### config.mk
export PLATFORM = sky130hd
export DESIGN_NAME = bank_trim_and_timestamp_regs
export DESIGN_NICKNAME = d
export VERILOG_FILES = /design/src/trim_regs_pkg.sv /design/src/bank_trim_and_timestamp_regs.sv
export SDC_FILE = /design/constraint.sdc
export NUM_CORES = 1
export LEC_CHECK = 0
export BUFFER_PORTS_ARGS = -buffer_cell sky130_fd_sc_hd__clkbuf_2
export CORE_ASPECT_RATIO = 0.9
export CORE_UTILIZATION = 46
export DETAILED_ROUTE_END_ITERATION = 6
export PLACE_DENSITY = 0.86
export SLEW_MARGIN = 10
export SYNTH_ARGS = -nofsm -noshare
export SYNTH_HDL_FRONTEND = slang
export SYNTH_SLANG_ARGS = --single-unit
export TNS_END_PERCENT = 10
### constraint.sdc
create_clock -name clk_sys_i -period 2.2 [get_ports clk_sys_i]
set_clock_uncertainty 0.2 [all_clocks]
set_input_delay 0.22 -clock clk_sys_i [delete_from_list [all_inputs] [get_ports clk_sys_i]]
set_output_delay 0.22 -clock clk_sys_i [all_outputs]
set_load 0.005 [all_outputs]
### src/trim_regs_pkg.sv
/*
 * Shared constants and carrier types for the bank trim and timestamp register bank.
 * Assumes a 32-bit Avalon-MM master with byte addressing; each register sits in the
 * low byte of one aligned word at four times its register index.
 */
package trim_regs_pkg;

   // Widths of the data paths.
   localparam int SAMPLE_W = 8;
   localparam int TRIM_W   = 8;
   localparam int DATA_W   = 32;
   localparam int ADDR_W   = 12;
   localparam int IDX_W    = 10;
   localparam int CS_W     = 2;

   // Register indices; the byte address is four times the index.
   localparam logic [IDX_W-1:0] IDX_B4_QUAD  = 10'h143;
   localparam logic [IDX_W-1:0] IDX_B5_INPH  = 10'h152;
   localparam logic [IDX_W-1:0] IDX_B5_QUAD  = 10'h153;
   localparam logic [IDX_W-1:0] IDX_LSB_CTRL = 10'h160;
   localparam logic [IDX_W-1:0] IDX_CONFIG   = 10'h170;
   localparam logic [IDX_W-1:0] IDX_STATUS   = 10'h171;

   // Field positions.
   localparam int TS_EN_BIT      = 0;
   localparam int CFG_PHASE_BIT  = 0;
   localparam int CFG_CAL_BIT    = 1;
   localparam int CFG_RECV_BIT   = 2;
   localparam int STAT_TS_BIT    = 0;
   localparam int STAT_CAL_BIT   = 1;
   localparam int STAT_LSB_BIT   = 2;

   // Reset values.
   localparam logic [7:0]      LSB_CTRL_RST = 8'h00;
   localparam logic [7:0]      CONFIG_RST   = 8'h00;
   localparam logic [TRIM_W-1:0] FACTORY_TRIM_DEF = 8'h80; // Arbitrary neutral value.
   localparam logic [CS_W-1:0] ILA_CS_BITS  = 2'h0;

   // Avalon-MM request from the master.
   typedef struct packed {
      logic [ADDR_W-1:0]   address;
      logic                read;
      logic                write;
      logic [DATA_W-1:0]   writedata;
      logic [DATA_W/8-1:0] byteenable;
   } avm_req_t;

   // Avalon-MM answer to the master.
   typedef struct packed {
      logic [DATA_W-1:0] readdata;
      logic              waitrequest;
   } avm_rsp_t;

   // One converter sample with its side-band bits, all of the same instant.
   typedef struct packed {
      logic [SAMPLE_W-1:0] data;
      logic                marker;
      logic                cal_state;
   } sample_in_t;

   // Register index from a byte address.
   function automatic logic [IDX_W-1:0] reg_index(input logic [ADDR_W-1:0] addr);
      return addr[ADDR_W-1:2];
   endfunction

endpackage

### src/bank_trim_and_timestamp_regs.sv
/*
 * Register bank for per-bank sampling-time trims and the sample LSB timestamp marker,
 * with the sample path that inserts the marker and the trim selection per clock phase.
 * Assumes one clock, a synchronous active-high reset, inputs synchronous to the clock,
 * and software as the only party on the Avalon-MM side.
 */
// Chosen here: register access over Avalon-MM.
// What this block does
// - Bank four quadrature trim used at minus ninety.
// - Bank five in-phase trim used at zero degrees.
// - Bank five quadrature trim used at minus ninety.
// - Trims reset to factory values, readable and writable.
// - With receiver enabled, timestamp enable puts marker in every sample LSB.
// - Marker delayed exactly like its sample.
// - Lane alignment always reports zero control bits.
// - LSB control register resets to all zeros.
`timescale 1ns/1ps
module bank_trim_and_timestamp_regs
   import trim_regs_pkg::*;
#(
   parameter int                 LATENCY      = 4,
   parameter logic [TRIM_W-1:0]  FACTORY_B4_Q = FACTORY_TRIM_DEF,
   parameter logic [TRIM_W-1:0]  FACTORY_B5_I = FACTORY_TRIM_DEF,
   parameter logic [TRIM_W-1:0]  FACTORY_B5_Q = FACTORY_TRIM_DEF
)
(
   input  wire logic                         clk_sys_i,
   input  wire logic                         rst_i,
   input  wire trim_regs_pkg::avm_req_t      avm_i,
   output trim_regs_pkg::avm_rsp_t           avm_o,
   input  wire trim_regs_pkg::sample_in_t    sample_i,
   output logic [trim_regs_pkg::SAMPLE_W-1:0] sample_o,
   output logic [trim_regs_pkg::TRIM_W-1:0]  bank4_trim_o,
   output logic                              bank4_trim_apply_o,
   output logic [trim_regs_pkg::TRIM_W-1:0]  bank5_trim_o,
   output logic                              marker_input_receiver_enable_o,
   output logic [trim_regs_pkg::CS_W-1:0]    ila_cs_bits_o
);
   import trim_regs_pkg::*;

   localparam int PIPE_LAT = LATENCY;

   // Whole state of the block in one record.
   typedef struct packed {
      logic [TRIM_W-1:0]                b4_quad;
      logic [TRIM_W-1:0]                b5_inph;
      logic [TRIM_W-1:0]                b5_quad;
      logic [7:0]                       lsb_ctrl;
      logic [7:0]                       config_r;
      logic                             wait_r;
      logic [DATA_W-1:0]                rdata;
      logic [LATENCY-1:0][SAMPLE_W-1:0] pipe;
      logic [TRIM_W-1:0]                b4_out;
      logic                             b4_apply;
      logic [TRIM_W-1:0]                b5_out;
      logic                             recv_en;
      logic [CS_W-1:0]                  cs_bits;
   } state_t;

   state_t st_reg;
   state_t st_next;

   logic              req;
   logic              ack;
   logic [IDX_W-1:0]  idx;
   logic              phase_quad;
   logic              ts_en;
   logic              cal_en;
   logic              lsb_sel;
   logic [7:0]        status;

   // Request decode; the answer comes one cycle after the request is first seen.
   assign req        = avm_i.read | avm_i.write;
   assign ack        = req & ~st_reg.wait_r;
   assign idx        = reg_index(avm_i.address);
   assign phase_quad = st_reg.config_r[CFG_PHASE_BIT];
   assign ts_en      = st_reg.lsb_ctrl[TS_EN_BIT];
   assign cal_en     = st_reg.config_r[CFG_CAL_BIT];

   // Timestamp takes priority over calibration state; the marker only passes when
   // its receiver is enabled, so enabling insertion alone yields a zero LSB.
   always_comb
   begin
      if (ts_en)
      begin
         lsb_sel = sample_i.marker & st_reg.config_r[CFG_RECV_BIT];
      end
      else if (cal_en)
      begin
         lsb_sel = sample_i.cal_state;
      end
      else
      begin
         lsb_sel = sample_i.data[0];
      end
   end

   // Status word shows which source currently feeds the LSB and the last LSB sent.
   always_comb
   begin
      status                = 8'h00;
      status[STAT_TS_BIT]   = ts_en;
      status[STAT_CAL_BIT]  = cal_en & ~ts_en;
      status[STAT_LSB_BIT]  = st_reg.pipe[LATENCY-1][0];
   end

   // Next-state logic: bus slave, register writes, sample pipe and trim outputs.
   always_comb
   begin
      st_next         = st_reg;
      st_next.wait_r  = ~(req & st_reg.wait_r);
      if (req & st_reg.wait_r)
      begin
         // Read data is latched at the first edge so it stands while waitrequest is low.
         st_next.rdata = '0;
         case (idx)
            IDX_B4_QUAD:  st_next.rdata[TRIM_W-1:0] = st_reg.b4_quad;
            IDX_B5_INPH:  st_next.rdata[TRIM_W-1:0] = st_reg.b5_inph;
            IDX_B5_QUAD:  st_next.rdata[TRIM_W-1:0] = st_reg.b5_quad;
            IDX_LSB_CTRL: st_next.rdata[7:0]        = st_reg.lsb_ctrl;
            IDX_CONFIG:   st_next.rdata[7:0]        = st_reg.config_r;
            IDX_STATUS:   st_next.rdata[7:0]        = status;
            default:      st_next.rdata             = '0;
         endcase
      end
      // Writes land at the edge where waitrequest is seen low; only lane 0 carries data.
      if (ack & avm_i.write & avm_i.byteenable[0])
      begin
         case (idx)
            IDX_B4_QUAD:  st_next.b4_quad  = avm_i.writedata[TRIM_W-1:0];
            IDX_B5_INPH:  st_next.b5_inph  = avm_i.writedata[TRIM_W-1:0];
            IDX_B5_QUAD:  st_next.b5_quad  = avm_i.writedata[TRIM_W-1:0];
            IDX_LSB_CTRL: st_next.lsb_ctrl = avm_i.writedata[7:0];
            IDX_CONFIG:   st_next.config_r = avm_i.writedata[7:0];
            default:      st_next.lsb_ctrl = st_reg.lsb_ctrl;
         endcase
      end
      // The marker rides in the sample word itself, so every stage delays both alike.
      st_next.pipe[0] = {sample_i.data[SAMPLE_W-1:1], lsb_sel};
      for (int i = 1; i < LATENCY; i++)
      begin
         st_next.pipe[i] = st_reg.pipe[i-1];
      end
      // Trims follow the registers every cycle, no reset needed after a change.
      st_next.b4_out   = st_reg.b4_quad;
      st_next.b4_apply = phase_quad;
      st_next.b5_out   = phase_quad ? st_reg.b5_quad : st_reg.b5_inph;
      st_next.recv_en  = st_reg.config_r[CFG_RECV_BIT];
      st_next.cs_bits  = ILA_CS_BITS;
   end

   // State register with its reset values; trims come back holding factory values.
   always_ff @(posedge clk_sys_i)
   begin
      if (rst_i)
      begin
         st_reg          <= '0;
         st_reg.b4_quad  <= FACTORY_B4_Q;
         st_reg.b5_inph  <= FACTORY_B5_I;
         st_reg.b5_quad  <= FACTORY_B5_Q;
         st_reg.lsb_ctrl <= LSB_CTRL_RST;
         st_reg.config_r <= CONFIG_RST;
         st_reg.wait_r   <= 1'b1;
         st_reg.cs_bits  <= ILA_CS_BITS;
      end
      else
      begin
         st_reg <= st_next;
      end
   end

   // Outputs straight from the state record.
   assign avm_o.readdata               = st_reg.rdata;
   assign avm_o.waitrequest            = st_reg.wait_r;
   assign sample_o                     = st_reg.pipe[LATENCY-1];
   assign bank4_trim_o                 = st_reg.b4_out;
   assign bank4_trim_apply_o           = st_reg.b4_apply;
   assign bank5_trim_o                 = st_reg.b5_out;
   assign marker_input_receiver_enable_o = st_reg.recv_en;
   assign ila_cs_bits_o                = st_reg.cs_bits;
endmodule // bank_trim_and_timestamp_regs

Yosys cells after proc, flatten, opt, wreduce, memory -nomap -nowiden
Cells that the tools add are included.
{"block": "totals", "regBits": 101, "input_bits": 62, "output_inout_bits": 61, "wordCells": 41}
{"block": "op_classes", "n_eq_ne": 6, "muxes": 4, "bitwise": 10, "reduce_logical": 5}
{"op": "10-bit by 9-bit == test with 1-bit output, second input constant", "n": 6}
{"op": "8-bit case mux with 6 select lines", "n": 1}
{"op": "2-bit AND reduction", "n": 5}
{"op": "8-bit two-way mux", "n": 1}
{"op": "1-bit bitwise AND", "n": 6}
{"op": "1-bit NOT", "n": 3}
{"op": "1-bit two-way mux", "n": 2}
{"op": "1-bit bitwise OR", "n": 1}

Logic depth before layout (Yosys ltp)
Gate-level depths: netlist (run 1).
{"block": "depth", "word_depth": 5, "ltp_mapped": 6, "depth_no_buf": 4}

Worst setup path after synthesis (run 1)
Ideal clock, no wire load.
{"block": "synth_path", "path_kind": "input to register", "start": "in avm_i[49] (netlist bit)", "end": "reg st_reg[116] (netlist bit)", "setup_ns": 0.120, "t_arrival_ns": 1.809, "required_ns": 1.880, "setup_slack_ns": 0.072, "stages": 5, "cell_sequence": "or4b_4 > buf_6 > or4_4 > buf_6 > a211o_1"}
{"block": "synth_between", "elab_chain_cells": 2}
{"element": "start, declared", "line_no": "bank_trim_and_timestamp_regs.sv:29", "source": "input wire trim_regs_pkg::avm_req_t avm_i,"}
{"element": "10-bit by 9-bit == test with 1-bit output", "line_no": "bank_trim_and_timestamp_regs.sv:129", "source": "case (idx)"}
{"element": "2-bit AND reduction (no line)"}
{"element": "end signal, assigned", "line_no": "bank_trim_and_timestamp_regs.sv:168", "source": "st_reg <= st_next;"}
{"element": "end, declared", "line_no": "bank_trim_and_timestamp_regs.sv:60", "source": "state_t st_reg;"}
No other way between the ends.
A chain may end at the register's enable or synchronous reset.

Worst setup path in the final report (run 1)
{"block": "layout_path", "start": "reg st_reg (netlist bit avm_o[0])", "end": "reg st_reg[116] (netlist bit)"}
{"block": "layout_between", "elab_chain_cells": 5}
{"element": "1-bit NOT", "line_no": "bank_trim_and_timestamp_regs.sv:74", "source": "assign ack = req & ~st_reg.wait_r;"}
{"element": "1-bit bitwise AND", "line_no": "bank_trim_and_timestamp_regs.sv:74"}
{"element": "1-bit bitwise AND (2 in a row)", "line_no": "bank_trim_and_timestamp_regs.sv:127", "source": "if (ack & avm_i.write & avm_i.byteenable[0])"}
{"element": "2-bit AND reduction (no line)"}
No other way between the ends.

==> results of run 1 <==
==> per-stage QoR <==
stage               total power [W]  cell area, µm²  instances  utilization, %  setup WS (ns)
CTS                         0.00318            4700        601            54.4          0.389
detailed placement          0.00206            4370        570            50.5         0.0445
global route                0.00329            4700        601            54.4          0.281
floorplan                   0.00202            4250        443               -         0.0717
finish                      0.00315            4700        601            54.4          0.382
global placement            0.00205            4370        570            50.5         0.0699
==> synthesized netlist by cell type, types with 2 or more instances <==
cell type and count:
dfxtp_1 99, buf_4 59, nor2_1 57, mux2i_1 51, nor2b_1 47, clkbuf_1 17
a31oi_1 7, a22oi_1 6, nand2_1 6, o22ai_1 6, a22o_1 5, a21oi_1 4
inv_1 4, nand3_1 4, o21ai_0 4, a211o_1 3, and3b_1 3, nand2b_1 3
o22a_1 3, buf_6 2, nand3b_1 2, nand4_1 2, nor4_4 2, o21bai_1 2
or3b_1 2
==> where the power goes <==
group / internal, W / leakage [nW] / switching [W]
logic: 0.0000938 / 1.18 / 0.000125
registers: 0.00182 / 0.803 / 0.00000811
clock network: 0.000441 / 0.0947 / 0.000661
==> path summary, 6_finish.rpt <==
check | start | end | slack, ns | cells after the start
hold / removal | avm_i[4] | st_reg[101] | 0.01 | 3
hold reg to reg | st_next[30] | st_next[38] | 0.23 | 1
setup reg to reg | avm_o[0] | st_reg[116] | 0.38 | 3
setup / recovery | avm_o[0] | st_reg[116] | 0.38 | 3
==> worst min-delay path, delay by kind of cell <==
kind	cells	cell delay, ns
buffers and inverters	1	0.15
muxes	1	0.09
and+or+nand+nor	1	0.07
==> cells by family after synthesis <==
kind of cell	share of synthesized area, %
AND/OR/NAND/NOR	18.4
flip-flops	47.7
buffers and inverters	13.3
multiplexers	12.6
AO/OA/AOI/OAI	7.95
other	0.0902
==> routing by layer <==
metal,track usage [%],share of wire [%],up-vias
li1,-,-,1449
met1,23.2,42,1398
met2,30.9,50,124
met3,3.96,6.4,19
met4,6.43,1.9,0
met5,0,0,-
==> final cells by class <==
class | instances | area share [%]
clock inverters | 7 | 1.38
multi-input cells | 260 | 36.4
well taps | 119 | 3.16
clock buffers | 9 | 2.63
repair buffers | 103 | 13.9
flip-flops and latches | 99 | 42.1
inverters | 4 | 0.319
==> results.cfg, run 1 <==
[clocking]
cts_tree = built
cts_hold_buf = 15
post_cts_buffers = 0
cts_resized = 0
clock-root-buffer = clkbuf_8
cts_buffers = 9
clkLatencyLatePin_ns = 0.36
clkTransAtPathRegs_ns = 0.10
cts-htree-levels = 3
cts_sinks = 99
clock_path_buffers = 2

[floorplanning]
io_pins = 123
initial_core_util_pct = 48.0
fp.dieH_um = 92.2
rows = 32
dieArea_mm2 = 0.00942
die_w_um = 102
placeableCoreArea_mm2 = 0.00865

[job]
drv_cap = 0

[cells_and_area]
nets = 539
largest_reg_flops = 33
layout_commonest_cell = dfxtp_1
multi_input_area_mm2 = 0.00171
syn_to_final_growth_pct = 13.2
drive_gt1_share_pct = 22.8
layout_common_cells = dfxtp_1, clkbuf_2, nor2_1
fillers = 764
seqCellArea_mm2 = 0.00198
n_antenna_cell = 0

[timing]
rsz0062_at_grt = no
setup_tns_ns = 0
fmax_mhz = 550
timing.hold.ws_ns = 0.0123
min_period_over_period_pct = 82.6
tightest_slew_ns = 0.642
max_slew_margin_pct = 57.2
fin_crit_ns = 1.82
setup_violations = 0
drv_slew = 0
hold_violations = 0

[placed_design]
gp_routability_congestion = 0.839
dp_hpwl_um = 5920
port_buffers = 67

[routing]
avgViaCountPerCell = 4.98
wirelength_um = 8350
vias = 2990
routedWlPerCell_um = 13.9
first_iter_violations = 172
firstDrtPassIters = 7
drc = 0
postRouteAntennaNets = 0

[synthesis]
synth_area_per_cell_um2 = 9.94
async_flop_share_pct = 0
syn_inst = 418
synth_area_mm2 = 0.00416
yosysSeqAreaShare_pct = 47.7
synth_cell_types = 43
ys.flop_type = dfxtp_1
synth_top_area_cell = dfxtp_1
synth_edf_count = 0
synth.area.top_cells = dfxtp_1, mux2i_1, buf_4, nor2b_1, nor2_1
netlist.area_leader.share_pct = 47.7
ys_ff_latch = 99
ys_warn_count = 0

[setup_path]
arrival_ns = 1.87
worstSetupPathType = register to register
crit_fanout = 9
crit_path_top_delay_cell = or4_4
cp-end-kind = register
crit_chain = nand3b_1, or4_4, a211o_1
critPathMaxStageDelay_ns = 0.62
critPathRequiredTime_ns = 2.25
crit_family = simple AND/OR/NAND/NOR gates
cp_num_buf_inv = 0
worst_setup_path_start_kind = register

[grt]
antenna_found_initial = 0
grt_max_degree = 37
grt.total_usage_pct = 18.5
grt_pass1_wl_um = 13500
grt_pass1_vias = 2828
grt-ovfl-total = 0

[outcome]
status = finished clean

[min_path]
hp-class = input pin to register

[power]
p_per_area_mw_per_mm2 = 669
leakagePower_nw = 2.08
ir_drop_mv = 0.393
(Power assumes the default switching activity.)
==> run 2: changes to the inputs <==
--- a/config.mk
+++ b/config.mk
@@ -7,9 +7,9 @@
 export LEC_CHECK = 0
 export BUFFER_PORTS_ARGS = -buffer_cell sky130_fd_sc_hd__clkbuf_2
 export CORE_ASPECT_RATIO = 0.9
-export CORE_UTILIZATION = 46
+export CORE_UTILIZATION = 51
 export DETAILED_ROUTE_END_ITERATION = 6
-export PLACE_DENSITY = 0.86
+export PLACE_DENSITY = 0.9
 export SLEW_MARGIN = 10
 export SYNTH_ARGS = -nofsm -noshare
 export SYNTH_HDL_FRONTEND = slang
==> constraint.sdc (replaced) <==
create_clock -name clk_sys_i -period 1.8 [get_ports clk_sys_i]
set_clock_uncertainty 0.2 [all_clocks]
set_input_delay 0.18 -clock clk_sys_i [delete_from_list [all_inputs] [get_ports clk_sys_i]]
set_output_delay 0.18 -clock clk_sys_i [all_outputs]
set_load 0.005 [all_outputs]
==> run 2 against run 1 <==
Net effect:
- count of clock-buffer cells in the layout increased by 3
- via count is 1.3% higher
- non-clock buffer count is 12 higher
- combinational power up 30%
- wire length up 3.9%
- cell count down 1.8%
- hold slack better by 0.0032 ns
- critical path type unchanged
- largest cell class unchanged
- largest power group unchanged
- highest routed layer unchanged
==> results.cfg, run 2 (synthesis results as in run 1) <==
[floorplanning]
initial_core_util_pct = 53.7
die_w_um = 97.1
fp.dieH_um = 87.6
rows = 30
io_pins = 123
dieArea_mm2 = 0.00851
placeableCoreArea_mm2 = 0.00773

[cells_and_area]
largest_reg_flops = 33
finalInstanceArea_mm2 = 0.00473
multi_input_area_mm2 = 0.00171
layout_commonest_cell = dfxtp_1
seqCellArea_mm2 = 0.00198
drive_gt1_share_pct = 23.9
n_antenna_cell = 0
syn_to_final_growth_pct = 13.9
layout_common_cells = dfxtp_1, clkbuf_2, nor2_1
nets = 551
fillers = 640

[setup_path]
worstSetupPathType = register to register
endpoint = st_next[19]
rrSetupSlack_ns = 0.05
critPathRequiredTime_ns = 1.85
cp-end-kind = register
worst_setup_path_start_kind = register
r2r_end = st_next[19]
crit_fanout = 6
r2r-start = avm_o[0]
reg2regPathDepth = 6
arrival_ns = 1.80
setup.worst_path.start = avm_o[0]

[job]
drv_cap = 0

[power]
p_sw_share_pct = 23.7
power.internal_w = 0.00285
leakagePower_nw = 2.11
ir_drop_mv = 0.511
power_frac_seq_pct = 59.7
switching_power_w = 0.000885
pwr-share-comb_pct = 7.6
p_clk_share_pct = 32.7
p_per_area_mw_per_mm2 = 789

[clocking]
cts-htree-levels = 3
clkTransAtPathRegs_ns = 0.09
cts_sinks = 99
cts_buffers = 9
clock_path_buffers = 2
clock-root-buffer = clkbuf_8
cts_tree = built
clkLatencyLatePin_ns = 0.36

[grt]
antenna_found_initial = 0
grt.total_usage_pct = 20.8
grt_pass1_wl_um = 13900
grt_max_degree = 28
grtUsageMet1_pct = 23.4
grt-ovfl-total = 0
grt_pass1_vias = 2949
met3_usage_pct = 3.51
met2_usage_pct = 37.8
grt.busiest_layer = met2

[placed_design]
port_buffers = 67
pre_cts_ws_ns = -0.264
gp_routability_congestion = 0.878
dp_hpwl_um = 6130
postPlaceCellArea_mm2 = 0.00441

[outcome]
status = finished clean

[timing]
rsz0062_at_grt = no
tightest_slew_ns = 0.575
post-route-worst-setup-slack_ns = 0.0530
max_slew_margin_pct = 61.3
drv_slew = 0
setup_violations = 0
fin_crit_ns = 1.75
hold_violations = 0
min_period_over_period_pct = 97.1
setup_tns_ns = 0
fmax_mhz = 572

[routing]
postRouteAntennaNets = 0
avgViaCountPerCell = 5.14
vias = 3030
drc = 0
firstDrtPassIters = 4
first_iter_violations = 110
routedWlPerCell_um = 14.7
wirelength_um = 8670

[min_path]
hp-class = input pin to register
run 2: cell count changes in the layout (fill, tap and decap cells not counted), sizes merged:
cell	before	now
clkbuf	75	78
buf	22	33
dlygate4sd3	15	16
inv	9	4
clkinvlp	1	3
run 2: how the worst min path moves through the flow:
| stage | startpoint | cells past startpoint | endpoint | slack [ns] |
|---|---|---|---|---|
| finish | sample_i[2] | 5 | st_next[28] | 0.02 |
| global route | rst_i | 2 | st_reg[114] | 0.05 |
| global placement | sample_i[6] | 2 | st_next[32] | 0.19 |
| CTS | sample_i[2] | 5 | st_next[28] | 0.01 |
| detailed placement | sample_i[6] | 2 | st_next[32] | 0.19 |
| floorplan | avm_i[11] | 1 | st_reg[108] | 0.1 |
run 2: power groups by stage:
stage          registers [W]  logic (W)  clock network, W
4_1_cts              0.00223   0.000280           0.00124
6_report             0.00223   0.000285           0.00122
2_1_floorplan        0.00228   0.000191                 0
3_3_place_gp         0.00228   0.000242                 0
5_1_grt              0.00223   0.000310           0.00133
3_5_place_dp         0.00228   0.000251                 0
run 2: metrics by stage:
stage	utilization, %	power (W)	instances	hold WS (ns)
4_1_cts	61.2	0.00375	590	0.0139
2_1_floorplan	-	0.00247	443	0.0979
6_report	61.2	0.00373	590	0.0155
5_1_grt	61.2	0.00387	590	0.0488
3_5_place_dp	57.0	0.00253	558	0.194
3_3_place_gp	57.0	0.00252	558	0.191
run 2: final cells by class:
| class | instances | share of cell area, % |
|---|---|---|
| Inverter | 4 | 0.317 |
| Sequential cell | 99 | 41.9 |
| Clock inverter | 4 | 0.582 |
| Clock buffer | 12 | 2.85 |
| Tap cell | 96 | 2.54 |
| Timing Repair Buffer | 115 | 15.6 |
| Multi-Input combinational cell | 260 | 36.2 |
run 2: per-layer routing:
| metal | part of all wire [%] | wire length, µm |
|---|---|---|
| met5 | 0 | 0 |
| met1 | 42 | 3680 |
| met4 | 2.9 | 254 |
| met2 | 50 | 4360 |
| met3 | 4.4 | 378 |
run 2: worst max-delay path, cell delays in order, from the launching register on:
cell      delay [ns]
dfxtp_1         0.33
nand3b_1        0.17
buf_4           0.16
nor4_4          0.30
buf_6           0.20
nor2b_1         0.06
a211o_1         0.22
run 2: repair_timing:
item	in CTS	in global routing
hold buffers	16	0
setup endpoints to repair	0	1
endpoints found under the hold margin	47	0
gates resized for setup	0	1
setup buffers	0	0
